--- config.mk ---
export PLATFORM = sky130hd
export DESIGN_NAME = fps_sequencer
export DESIGN_NICKNAME = d
export VERILOG_FILES = /design/src/core/fps_pkg.sv /design/src/core/fps_sequencer.sv
export SDC_FILE = /design/constraint.sdc
export NUM_CORES = 1
export LEC_CHECK = 0
export BUFFER_PORTS_ARGS = -buffer_cell sky130_fd_sc_hd__clkbuf_2
export CAP_MARGIN = 20
export CORE_MARGIN = 8
export CORE_UTILIZATION = 65
export CTS_BUF_LIST = sky130_fd_sc_hd__clkbuf_2 sky130_fd_sc_hd__clkbuf_4 sky130_fd_sc_hd__clkbuf_8
export CTS_CLUSTER_SIZE = 40
export DETAILED_ROUTE_END_ITERATION = 7
export GPL_TIMING_DRIVEN = 0
export HOLD_SLACK_MARGIN = 0.02
export PLACE_DENSITY = 0.95
export SLEW_MARGIN = 40
export SYNTH_ARGS = -nofsm -noshare
export SYNTH_HDL_FRONTEND = slang
export SYNTH_SLANG_ARGS = --single-unit
--- constraint.sdc ---
create_clock -name mclk_i -period 7.25 [get_ports mclk_i]
set_clock_uncertainty 0.2 [all_clocks]
set_input_delay 1.45 -clock mclk_i [delete_from_list [all_inputs] [get_ports mclk_i]]
set_output_delay 1.45 -clock mclk_i [all_outputs]
set_load 0.01 [all_outputs]
--- src/core/fps_pkg.sv ---
// Package for the flat panel power sequencer: register map, fields, timing constants
package fps_pkg;
	// Timing base
	localparam int CLK_HZ = 25000000;
	localparam int TICK_MS = 1;
	localparam int CYC_PER_MS = CLK_HZ / 1000 * TICK_MS;
	// Delay ranges in ms
	localparam int RISE_MAX_MS = 10;
	localparam int LINK_MAX_MS = 50;
	localparam int BKLT_MIN_MS = 200;
	localparam int OFF_MAX_MS = 50;
	localparam int CYCLE_MAX_MS = 400;
	// Register byte offsets
	localparam logic [3:0] OFS_CTRL = 4'h0;
	localparam logic [3:0] OFS_UP = 4'h4;
	localparam logic [3:0] OFS_DOWN = 4'h8;
	localparam logic [3:0] OFS_STAT = 4'hc;
	// Control fields
	localparam int CTRL_POWER_ON = 0;
	localparam int CTRL_OVERRIDE = 1;
	localparam int CTRL_EDP_CTRL = 2;
	localparam int CTRL_LINK_SEL = 4;
	// Reset values of the delay fields, in ms
	localparam logic [7:0] RST_RISE = 8'h0a;
	localparam logic [7:0] RST_LINK = 8'h32;
	localparam logic [15:0] RST_BKLT = 16'h00c8;
	localparam logic [7:0] RST_BOFF = 8'h0a;
	localparam logic [7:0] RST_OFF = 8'h32;
	localparam logic [15:0] RST_CYCLE = 16'h0190;

	typedef enum {FPS_OFF, FPS_CYCLE, FPS_RISE, FPS_LINK, FPS_BKLT, FPS_ON,
		FPS_BOFF, FPS_LOFF} fps_state_t;

	typedef struct packed {
		logic [7:0] rise_ms;
		logic [7:0] link_ms;
		logic [15:0] bklt_ms;
	} fps_up_t;

	typedef struct packed {
		logic [7:0] boff_ms;
		logic [7:0] off_ms;
		logic [15:0] cycle_ms;
	} fps_down_t;

	typedef struct packed {
		logic panel_supply_enable;
		logic link_active;
		logic backlight_enable_out;
		logic edp_backlight_enable_out;
		logic edp_backlight_control_out;
	} fps_out_t;
endpackage

--- src/core/fps_sequencer.sv ---
// Flat panel power sequencer with Avalon-MM register slave
// What this block does
// (RL1) The sequencer alone owns panel supply, backlight and LVDS line activity.
// (RL2) Separate panel supply and backlight enable outputs are switched by the sequencer.
// (RL3) Power-up waits until the programmed power cycle delay (0 to 400 ms) since last power-off.
// (RL4) LVDS lines go active the programmed 0 to 50 ms after the supply is stable.
// (RL5) Backlight enable follows LVDS active by the programmed delay, never under 200 ms.
// (RL6) Power-down turns the backlight off first, then waits the programmed delay before LVDS off.
// (RL7) Supply removal begins the programmed 0 to 50 ms after LVDS off.
// (RL8) Software programs every sequencing delay.
// (RL9) Software should follow the ordered sequence with delays inside the panel range.
// (RL10) Embedded port outputs: supply, backlight enable and backlight control.
// (RL11) When configured, the sequencer overrides the LVDS pair power state during sequencing.
// (RL12) After supply enable the sequencer waits the rise allowance (at most 10 ms).
`timescale 1ns/10ps
module fps_sequencer #(
	parameter int CYC_PER_MS = fps_pkg::CYC_PER_MS
) (
	input wire logic mclk_i,
	input wire logic rst_n_i,
	input wire logic [3:0] avs_address_i,
	input wire logic avs_read_i,
	input wire logic avs_write_i,
	input wire logic [31:0] avs_writedata_i,
	input wire logic [3:0] avs_byteenable_i,
	output logic [31:0] avs_readdata_o,
	output logic avs_waitrequest_o,
	input wire logic [3:0] lvds_pair_pd_sw_i,
	output logic [3:0] lvds_pair_pd_o,
	output logic panel_supply_enable_o,
	output logic link_active_o,
	output logic backlight_enable_out_o,
	output logic edp_backlight_enable_out_o,
	output logic edp_backlight_control_out_o
);
	logic [31:0] ctrl, next_ctrl;
	fps_pkg::fps_up_t up, next_up;
	fps_pkg::fps_down_t down, next_down;
	logic [31:0] rdata, next_rdata;
	logic ack, next_ack;
	fps_pkg::fps_state_t state, next_state;
	logic [15:0] ms_cnt, next_ms_cnt;
	logic [24:0] pre, next_pre;
	fps_pkg::fps_out_t outs, next_outs;
	logic tick;

	function automatic logic [31:0] merge(input logic [31:0] old, input logic [31:0] wd,
		input logic [3:0] be);
		logic [31:0] r;
		r = old;
		for (int i = 0; i < 4; i++) begin
			if (be[i]) begin
				r[i*8 +: 8] = wd[i*8 +: 8];
			end
		end
		return r;
	endfunction

	// Clamp keeps the backlight wait at or above its floor whatever software writes
	function automatic logic [15:0] clamp_lo(input logic [15:0] v, input int lo);
		return (v < 16'(lo)) ? 16'(lo) : v;
	endfunction

	function automatic logic [15:0] clamp_hi(input logic [15:0] v, input int hi);
		return (v > 16'(hi)) ? 16'(hi) : v;
	endfunction

	// One-cycle wait state; every access is answered on the second edge
	assign avs_waitrequest_o = (avs_read_i | avs_write_i) & ~ack;
	assign avs_readdata_o = rdata;

	always_comb begin
		next_ctrl = ctrl;
		next_up = up;
		next_down = down;
		next_rdata = rdata;
		next_ack = 1'b0;
		if ((avs_read_i | avs_write_i) && !ack) begin
			next_ack = 1'b1;
			if (avs_write_i) begin
				if (avs_address_i == fps_pkg::OFS_CTRL) begin
					next_ctrl = merge(ctrl, avs_writedata_i, avs_byteenable_i) & 32'h00000017;
				end else if (avs_address_i == fps_pkg::OFS_UP) begin
					next_up = merge(up, avs_writedata_i, avs_byteenable_i); // [RL8]
				end else if (avs_address_i == fps_pkg::OFS_DOWN) begin
					next_down = merge(down, avs_writedata_i, avs_byteenable_i); // [RL8]
				end
			end else begin
				if (avs_address_i == fps_pkg::OFS_CTRL) begin
					next_rdata = ctrl;
				end else if (avs_address_i == fps_pkg::OFS_UP) begin
					next_rdata = up;
				end else if (avs_address_i == fps_pkg::OFS_DOWN) begin
					next_rdata = down;
				end else if (avs_address_i == fps_pkg::OFS_STAT) begin
					next_rdata = {24'h000000, 3'(state), outs};
				end else begin
					next_rdata = 32'h00000000;
				end
			end
		end
	end

	always_ff @(posedge mclk_i or negedge rst_n_i) begin
		if (!rst_n_i) begin
			ctrl <= 32'h00000000;
			up <= {fps_pkg::RST_RISE, fps_pkg::RST_LINK, fps_pkg::RST_BKLT};
			down <= {fps_pkg::RST_BOFF, fps_pkg::RST_OFF, fps_pkg::RST_CYCLE};
			rdata <= 32'h00000000;
			ack <= 1'b0;
		end else begin
			ctrl <= next_ctrl;
			up <= next_up;
			down <= next_down;
			rdata <= next_rdata;
			ack <= next_ack;
		end
	end

	// Millisecond time base
	assign tick = (pre == 25'(CYC_PER_MS - 1));

	always_comb begin
		logic on_req;
		on_req = ctrl[fps_pkg::CTRL_POWER_ON];
		next_pre = tick ? 25'h0000000 : pre + 25'h0000001;
		next_state = state;
		next_ms_cnt = (tick && ms_cnt != 16'h0000) ? ms_cnt - 16'h0001 : ms_cnt;
		next_outs = outs;
		case (state)
			fps_pkg::FPS_OFF: begin
				if (on_req) begin
					next_state = fps_pkg::FPS_CYCLE;
				end
			end
			fps_pkg::FPS_CYCLE: begin
				if (!on_req) begin
					next_state = fps_pkg::FPS_OFF;
				end else if (ms_cnt == 16'h0000) begin // [RL3]
					next_state = fps_pkg::FPS_RISE;
					next_outs.panel_supply_enable = 1'b1; // [RL2]
					next_ms_cnt = clamp_hi({8'h00, up.rise_ms}, fps_pkg::RISE_MAX_MS); // [RL12]
					next_pre = 25'h0000000;
				end
			end
			fps_pkg::FPS_RISE: begin
				if (ms_cnt == 16'h0000) begin // [RL12]
					next_state = fps_pkg::FPS_LINK;
					next_ms_cnt = clamp_hi({8'h00, up.link_ms}, fps_pkg::LINK_MAX_MS);
					next_pre = 25'h0000000;
				end
			end
			fps_pkg::FPS_LINK: begin
				if (ms_cnt == 16'h0000) begin
					next_state = fps_pkg::FPS_BKLT;
					next_outs.link_active = 1'b1; // [RL4]
					next_ms_cnt = clamp_lo(up.bklt_ms, fps_pkg::BKLT_MIN_MS);
					next_pre = 25'h0000000;
				end
			end
			fps_pkg::FPS_BKLT: begin
				if (!on_req) begin
					next_state = fps_pkg::FPS_BOFF;
					next_ms_cnt = {8'h00, down.boff_ms};
					next_pre = 25'h0000000;
				end else if (ms_cnt == 16'h0000) begin // [RL5]
					next_state = fps_pkg::FPS_ON;
					next_outs.backlight_enable_out = 1'b1; // [RL2]
					next_outs.edp_backlight_enable_out = 1'b1; // [RL10]
				end
			end
			fps_pkg::FPS_ON: begin
				if (!on_req) begin
					next_state = fps_pkg::FPS_BOFF;
					next_outs.backlight_enable_out = 1'b0; // [RL6]
					next_outs.edp_backlight_enable_out = 1'b0;
					next_ms_cnt = {8'h00, down.boff_ms};
					next_pre = 25'h0000000;
				end
			end
			fps_pkg::FPS_BOFF: begin
				if (ms_cnt == 16'h0000) begin // [RL6]
					next_state = fps_pkg::FPS_LOFF;
					next_outs.link_active = 1'b0;
					next_ms_cnt = clamp_hi({8'h00, down.off_ms}, fps_pkg::OFF_MAX_MS);
					next_pre = 25'h0000000;
				end
			end
			fps_pkg::FPS_LOFF: begin
				if (ms_cnt == 16'h0000) begin // [RL7]
					next_state = fps_pkg::FPS_CYCLE;
					next_outs.panel_supply_enable = 1'b0;
					next_ms_cnt = clamp_hi(down.cycle_ms, fps_pkg::CYCLE_MAX_MS); // [RL3]
					next_pre = 25'h0000000;
				end
			end
			default: begin
				next_state = fps_pkg::FPS_OFF;
			end
		endcase
		// Backlight control level mirrors its software bit only while lit
		next_outs.edp_backlight_control_out = next_outs.edp_backlight_enable_out
			& ctrl[fps_pkg::CTRL_EDP_CTRL]; // [RL10]
	end

	always_ff @(posedge mclk_i or negedge rst_n_i) begin
		if (!rst_n_i) begin
			state <= fps_pkg::FPS_OFF;
			ms_cnt <= 16'h0000;
			pre <= 25'h0000000;
			outs <= '0;
		end else begin
			state <= next_state;
			ms_cnt <= next_ms_cnt;
			pre <= next_pre;
			outs <= next_outs;
		end
	end

	// Sequencer owns every panel control [RL1]
	assign panel_supply_enable_o = outs.panel_supply_enable;
	assign link_active_o = outs.link_active;
	assign backlight_enable_out_o = outs.backlight_enable_out;
	assign edp_backlight_enable_out_o = outs.edp_backlight_enable_out;
	assign edp_backlight_control_out_o = outs.edp_backlight_control_out;

	// Under override the pairs track the link in every state but FPS_ON, forced down while it is inactive [RL11]
	assign lvds_pair_pd_o = (ctrl[fps_pkg::CTRL_OVERRIDE] && state != fps_pkg::FPS_ON)
		? {4{~outs.link_active}} : lvds_pair_pd_sw_i;

	chk_bklt_after_link: assert property (@(posedge mclk_i) disable iff (!rst_n_i) // [RL5]
		$rose(backlight_enable_out_o) |-> link_active_o && panel_supply_enable_o)
		else $error("backlight rose without link and supply");
	chk_bklt_first_off: assert property (@(posedge mclk_i) disable iff (!rst_n_i) // [RL6]
		$fell(link_active_o) |-> !backlight_enable_out_o)
		else $error("link dropped while backlight on");
	chk_supply_last: assert property (@(posedge mclk_i) disable iff (!rst_n_i) // [RL7]
		$fell(panel_supply_enable_o) |-> !link_active_o && !backlight_enable_out_o)
		else $error("supply dropped with link or backlight on");
	chk_link_needs_supply: assert property (@(posedge mclk_i) disable iff (!rst_n_i) // [RL4]
		$rose(link_active_o) |-> $past(panel_supply_enable_o))
		else $error("link active before supply");
	chk_supply_from_cycle: assert property (@(posedge mclk_i) disable iff (!rst_n_i) // [RL3]
		$rose(panel_supply_enable_o) |-> $past(state) == fps_pkg::FPS_CYCLE && $past(ms_cnt) == 0)
		else $error("supply rose before cycle delay done");
	chk_rise_wait: assert property (@(posedge mclk_i) disable iff (!rst_n_i) // [RL12]
		$rose(panel_supply_enable_o) |-> state == fps_pkg::FPS_RISE
			&& ms_cnt <= 16'(fps_pkg::RISE_MAX_MS))
		else $error("rise allowance out of range");
	chk_bklt_floor: assert property (@(posedge mclk_i) disable iff (!rst_n_i) // [RL5]
		$rose(link_active_o) |-> ms_cnt >= 16'(fps_pkg::BKLT_MIN_MS))
		else $error("backlight wait below floor");
	chk_edp_mirror: assert property (@(posedge mclk_i) disable iff (!rst_n_i) // [RL10]
		edp_backlight_enable_out_o == backlight_enable_out_o)
		else $error("embedded backlight enable mismatch");
	chk_override: assert property (@(posedge mclk_i) disable iff (!rst_n_i) // [RL11]
		ctrl[fps_pkg::CTRL_OVERRIDE] && !link_active_o |-> lvds_pair_pd_o == 4'hf)
		else $error("pairs not forced down");
	cov_power_up: cover property (@(posedge mclk_i) disable iff (!rst_n_i)
		$rose(backlight_enable_out_o));
	cov_power_down: cover property (@(posedge mclk_i) disable iff (!rst_n_i)
		$fell(panel_supply_enable_o));
	cov_abort_up: cover property (@(posedge mclk_i) disable iff (!rst_n_i)
		state == fps_pkg::FPS_BKLT ##1 state == fps_pkg::FPS_BOFF);
endmodule

After elaboration in Yosys (flattened, before gate mapping)
Cells that the tools add are included.
{"block": "totals", "regBits": 179, "in_bits": 48, "output_inout_bits": 42, "word_cells": 130}
{"block": "op_classes", "add_sub_neg": 2, "order_cmp": 5, "n_eq_ne": 24, "mux": 45, "bitwise_logic": 8, "n_reduce_logical": 27}
{"operator": "2-to-1 mux 32 bit", "count": 13}
{"operator": "case mux 32 bit (8 select lines)", "count": 1}
{"operator": "2-to-1 mux 16 bit", "count": 10}
{"operator": "equality test 32 x 3 -> 1 bit, second input constant", "count": 4}
{"operator": "2-to-1 mux 25 bit", "count": 4}
{"operator": "case mux 16 bit (6 select lines)", "count": 1}
{"operator": "case mux 25 bit (3 select lines)", "count": 1}
{"operator": "equality test 32 x 2 -> 1 bit, second input constant", "count": 2}
{"operator": "equality test 32 x 1 -> 1 bit, second input constant", "count": 1}
{"operator": "logical NOT 32 bit", "count": 1}
{"operator": "2-to-1 mux 8 bit", "count": 4}
{"operator": "!= test 32 x 4 -> 1 bit, second input constant", "count": 1}
{"operator": "adder 25 x 1 -> 25 bit, second input constant", "count": 1}
{"operator": "equality test 25 x 15 -> 1 bit, second input constant", "count": 1}
{"operator": "AND reduction 6 bit", "count": 4}
{"operator": "!= test 2 bit, second input constant", "count": 10}
{"operator": "AND reduction 5 bit", "count": 4}
{"operator": "> comparator 16 x 9 -> 1 bit, second input constant", "count": 1}
{"operator": "> comparator 8 x 6 -> 1 bit, second input constant", "count": 2}
{"operator": "logical NOT 16 bit", "count": 1}
{"operator": "< comparator 16 x 8 -> 1 bit, second input constant", "count": 1}
{"operator": "nonzero test 16 bit", "count": 1}
{"operator": "subtractor 16 x 1 -> 16 bit, second input constant", "count": 1}
{"operator": "AND reduction 4 bit", "count": 3}
{"operator": "21 further kinds", "count": 38}

Longest topological paths before layout
{"block": "logic_depth", "ltp_word": 6, "ltp_mapped": 9, "mapped_depth_nobuf": 8}

Worst setup path after synthesis
No wires, ideal clock.
{"block": "synth_timing", "kind": "input to output", "startpoint": "input port avs_read_i", "endpoint": "output port avs_waitrequest_o", "arrival_time_ps": 1675, "required_time_ps": 5600, "setup_slack_ps": 3925, "cell_stages": 2, "n_path_buf": 0, "cell_sequence": "nor2_1 -> nor2_1"}
{"block": "synth_via", "elab_chain_len": 2}
{"element": "start: declaration", "line": "fps_sequencer.sv:22", "text": "input wire logic avs_read_i,"}
{"element": "OR 1 bit", "line": "fps_sequencer.sv:69", "text": "assign avs_waitrequest_o = (avs_read_i | avs_write_i) & ~ack;"}
{"element": "AND 1 bit", "line": "fps_sequencer.sv:69"}
{"element": "end: declaration", "line": "fps_sequencer.sv:27", "text": "output logic avs_waitrequest_o,"}
Every way passes these cells.

Final worst setup path
{"block": "layout_timing", "startpoint": "register state[2]", "endpoint": "output port lvds_pair_pd_o[3]"}
{"block": "layout_via", "elab_chain_len": 3}
{"element": "start: declaration", "line": "fps_sequencer.sv:41", "text": "fps_pkg::fps_state_t state, next_state;"}
{"element": "start signal: assignment", "line": "fps_sequencer.sv:208", "text": "state <= fps_pkg::FPS_OFF;"}
{"element": "start signal: assignment", "line": "fps_sequencer.sv:213", "text": "state <= next_state;"}
{"element": "!= test 32 x 4 -> 1 bit", "line": "fps_sequencer.sv:228", "text": "assign lvds_pair_pd_o = (ctrl[fps_pkg::CTRL_OVERRIDE] && state != fps_pkg::FPS_ON)"}
{"element": "logical AND 1 bit", "line": "fps_sequencer.sv:228"}
{"element": "2-to-1 mux 4 bit", "line": "fps_sequencer.sv:229", "text": "? {4{~outs.link_active}} : lvds_pair_pd_sw_i;"}
{"element": "end: declaration", "line": "fps_sequencer.sv:29", "text": "output logic [3:0] lvds_pair_pd_o,"}
Every way passes these cells.

==> impl_metrics.csv <==
group,metric,value,unit
drt,vias_per_cell,6.70,
global_routing,grt_overflow,0,
setup_path,cp_cell_sequence,"clkbuf_1, nor2b_1, nand2_1, nand2_1, nor2_1, a21o_1, clkbuf_2",
yosys,synth_compound_area_share,12.7,%
yosys,syn_area_per_cell,10.4,sq um
setup_path,critPathSlowestCell,"clkbuf_1",
yosys,synth_flop_cell,"dfrtp_1",
sta,fin_crit,3860,ps
floorplanning,start_util,66.5,%
pwr,power_density,352,nW/um^2
yosys,ys_types,73,
setup_path,cp_data_required_time,5600,ps
clocking,clk_path_buf_depth,2,
global_routing,grt_pass1_wl,34.5,mm
finish,n_antenna_cell,0,
drt,vias,6654,
finish,nets,888,
floorplanning,core_area,11400,sq um
sta,max_freq,259,MHz
status,outcome,"finished clean",
clocking,holdBufCountCts,0,
sta,grt_setup_unrepaired,"false",
setup_path,critPathMaxStageDelay,400,ps
yosys,synth_seq_area_share,49.9,%
finish,drive_gt1_share,27.3,%
drt,drc,0,
drt,wl,21.6,mm
sta,worst_pin_slew,878,ps
pwr,power,3.06,mW
clocking,htreeDepth,4,
clocking,cts_setup_buffers,0,
clocking,cts_root_buf,"clkbuf_8",
setup_path,cp.arrival,2210,ps
yosys,synth_adder_area_share,0.497,%
yosys,synthArstFlopShare,100,%
global_routing,antenna_found_initial,0,
finish,mostFrequentLayoutCells,"dfrtp_1, nor2_1, clkbuf_2",
drt,drtIter0Drc,781,
sta,maxSlewViolCount,0,
global_routing,grt_pass1_vias,6615,
yosys,syn_inst,727,
finish,area_growth,15.2,%
setup_path,cp_max_fo,10,
drt,ant_nets,0,
place,dp.cells,961,
finish,stdcell_count,993,
setup_path,cpMostUsedCell,"nand2_1",
pwr,cellLeakagePower,3.85,nW
setup_path,criticalPathCategory,"flop to primary output",
place,dp_hpwl,15.4,mm
drt,drt_pass1_iterations,5,
sta,hold_viol,0,
finish,final_common_cell,"dfrtp_1",
clocking,cts_tree,"done",
finish,fillers,754,
clocking,numCtsBuffers,17,
clocking,clk_pin_slew,80,ps
yosys,yosys.area_share.xor_xnor,4.06,%
floorplanning,fp-row-count,39,
global_routing,grt.total_usage,29.3,%
sta,slew_headroom,41.0,%
place,postPlaceCellArea,8250,sq um
clocking,clock_sinks,150,
clocking,clk_latency,470,ps
yosys,synth_top_family_by_area,"simple AND/OR/NAND/NOR gates",
place,port_buffers,89,
yosys,yosys.area_share.simple,20.5,%
floorplanning,die_area,15300,sq um
setup_path,cp-start-kind,"flop",
drt,post_drt_wl_per_cell,21.7,um
yosys,synth_mux_area_share,10.1,%
pwr,ir_drop,0.000322,V
sta,setup_viol,0,
yosys,ys_warn_count,0,
setup_path,cp-end-kind,"primary output",
floorplanning,die_x,124,um
min_path,min_path_type,"flop to flop",
sta,final.setup.tns,0,ps
sta,hold_slack,292,ps
global_routing,grt_max_degree,73,
sta,period_share,53.2,%
floorplanning,die_height,124,um
yosys,synth_area,7560,sq um
yosys,synth_fp_nets,778,
floorplanning,boundaryPins,90,
yosys,synth_enable_flop_cells,0,
clocking,cts-resized-gates,0,
finish,fin_area,8710,sq um
yosys,ys_seq_elements,150,
run,drv_cap,0,
place,routabilityCongestion,0.996,
## synth_stat cells (all sizes together) (8+ instances only)
master | number | area [sq um]
dfrtp | 134 | 3350
nor2 | 118 | 455
mux2 | 68 | 766
nand2 | 49 | 186
nand3 | 27 | 153
a221oi | 25 | 219
clkbuf | 25 | 93.8
nor3 | 25 | 141
o21ai | 24 | 120
xor2 | 21 | 184
dfstp | 16 | 420
nand4 | 16 | 100
nor4 | 16 | 121
xnor2 | 14 | 123
a31oi | 11 | 68.8
and3 | 10 | 62.6
a22oi | 9 | 67.6
nand2b | 9 | 56.3
a21oi | 8 | 40.0
buf | 8 | 51.3
## flip-flops by register name (all words and copies together) (netlist names)
register                     cells
avs_readdata_o                  32
down                            32
up                              32
pre                             25
ms_cnt                          16
ctrl                             4
state                            3
ack                              1
backlight_enable_out_o           1
edp_backlight_control_out_o      1
edp_backlight_enable_out_o       1
link_active_o                    1
panel_supply_enable_o            1
## logic make-up (layout without fill, tap and decap cells)
logic type | count (synthesis) | after routing
xor gates and xnor gates | 35 | 35
AOI/OAI and AO/OA | 128 | 128
buffers and inverters | 39 | 162
DFF | 150 | 150
muxes | 68 | 68
and+or+nand+nor | 304 | 304
adders and majority gates | 3 | 3
## critical path, delay by kind of cell, from the launching register on
family / cells / cell delay (ps)
and+or+nand+nor: 4 / 670
DFF: 1 / 370
AOI/OAI and AO/OA: 1 / 160
buffers and inverters: 2 / 520
## per-stage QoR
step | utilization (%) | setup WS, ps
finish | 76.6 | 3390
global route | 76.6 | 3230
CTS | 76.5 | 3370
detailed placement | 72.6 | 3430
global placement | 72.0 | 2110
floorplan | - | 3920
## power breakdown
part | switching, mW | internal, mW
Clock | 0.326 | 0.402
Sequential | 0.179 | 1.01
Combinational | 0.706 | 0.443
## layer usage
metal  part of all wire (%)  GRT usage [%]  up-vias
met5                      0              0        -
met4                    3.7           13.8        0
met3                    8.6           7.66       73
met2                     49           47.1      373
met1                     39           36.3     3301
li1                       -              -     2907
## area by class of cell
cell class	count	area [sq um]	area share, %
clock inverter	12	173	1.98
timing repair buffer	91	509	5.85
clock buffer	20	275	3.16
multi-input combinational	538	3630	41.7
inverter	6	22.5	0.259
tap	143	179	2.05
sequential	150	3770	43.3
buffer	33	145	1.67
## worst paths after layout
| path | start | to | cells after the start | slack (ps) |
|---|---|---|---|---|
| min in group asynchronous | rst_n_i | pre[10]$_DFF_PN0_ | 1 | 600 |
| min reg2reg | pre[0]$_DFF_PN0_ | pre[0]$_DFF_PN0_ | 1 | 290 |
| max in group asynchronous | rst_n_i | down[21]$_DFFE_PN1P_ | 2 | 5660 |
| max reg2reg | ms_cnt[0]$_DFF_PN0_ | ms_cnt[0]$_DFF_PN0_ | 9 | 4240 |
| min | pre[0]$_DFF_PN0_ | pre[0]$_DFF_PN0_ | 1 | 290 |
| max | state[2]$_DFFE_PN0P_ | lvds_pair_pd_o[3] | 7 | 3390 |
Note: power is estimated with default switching activity, not from simulation.
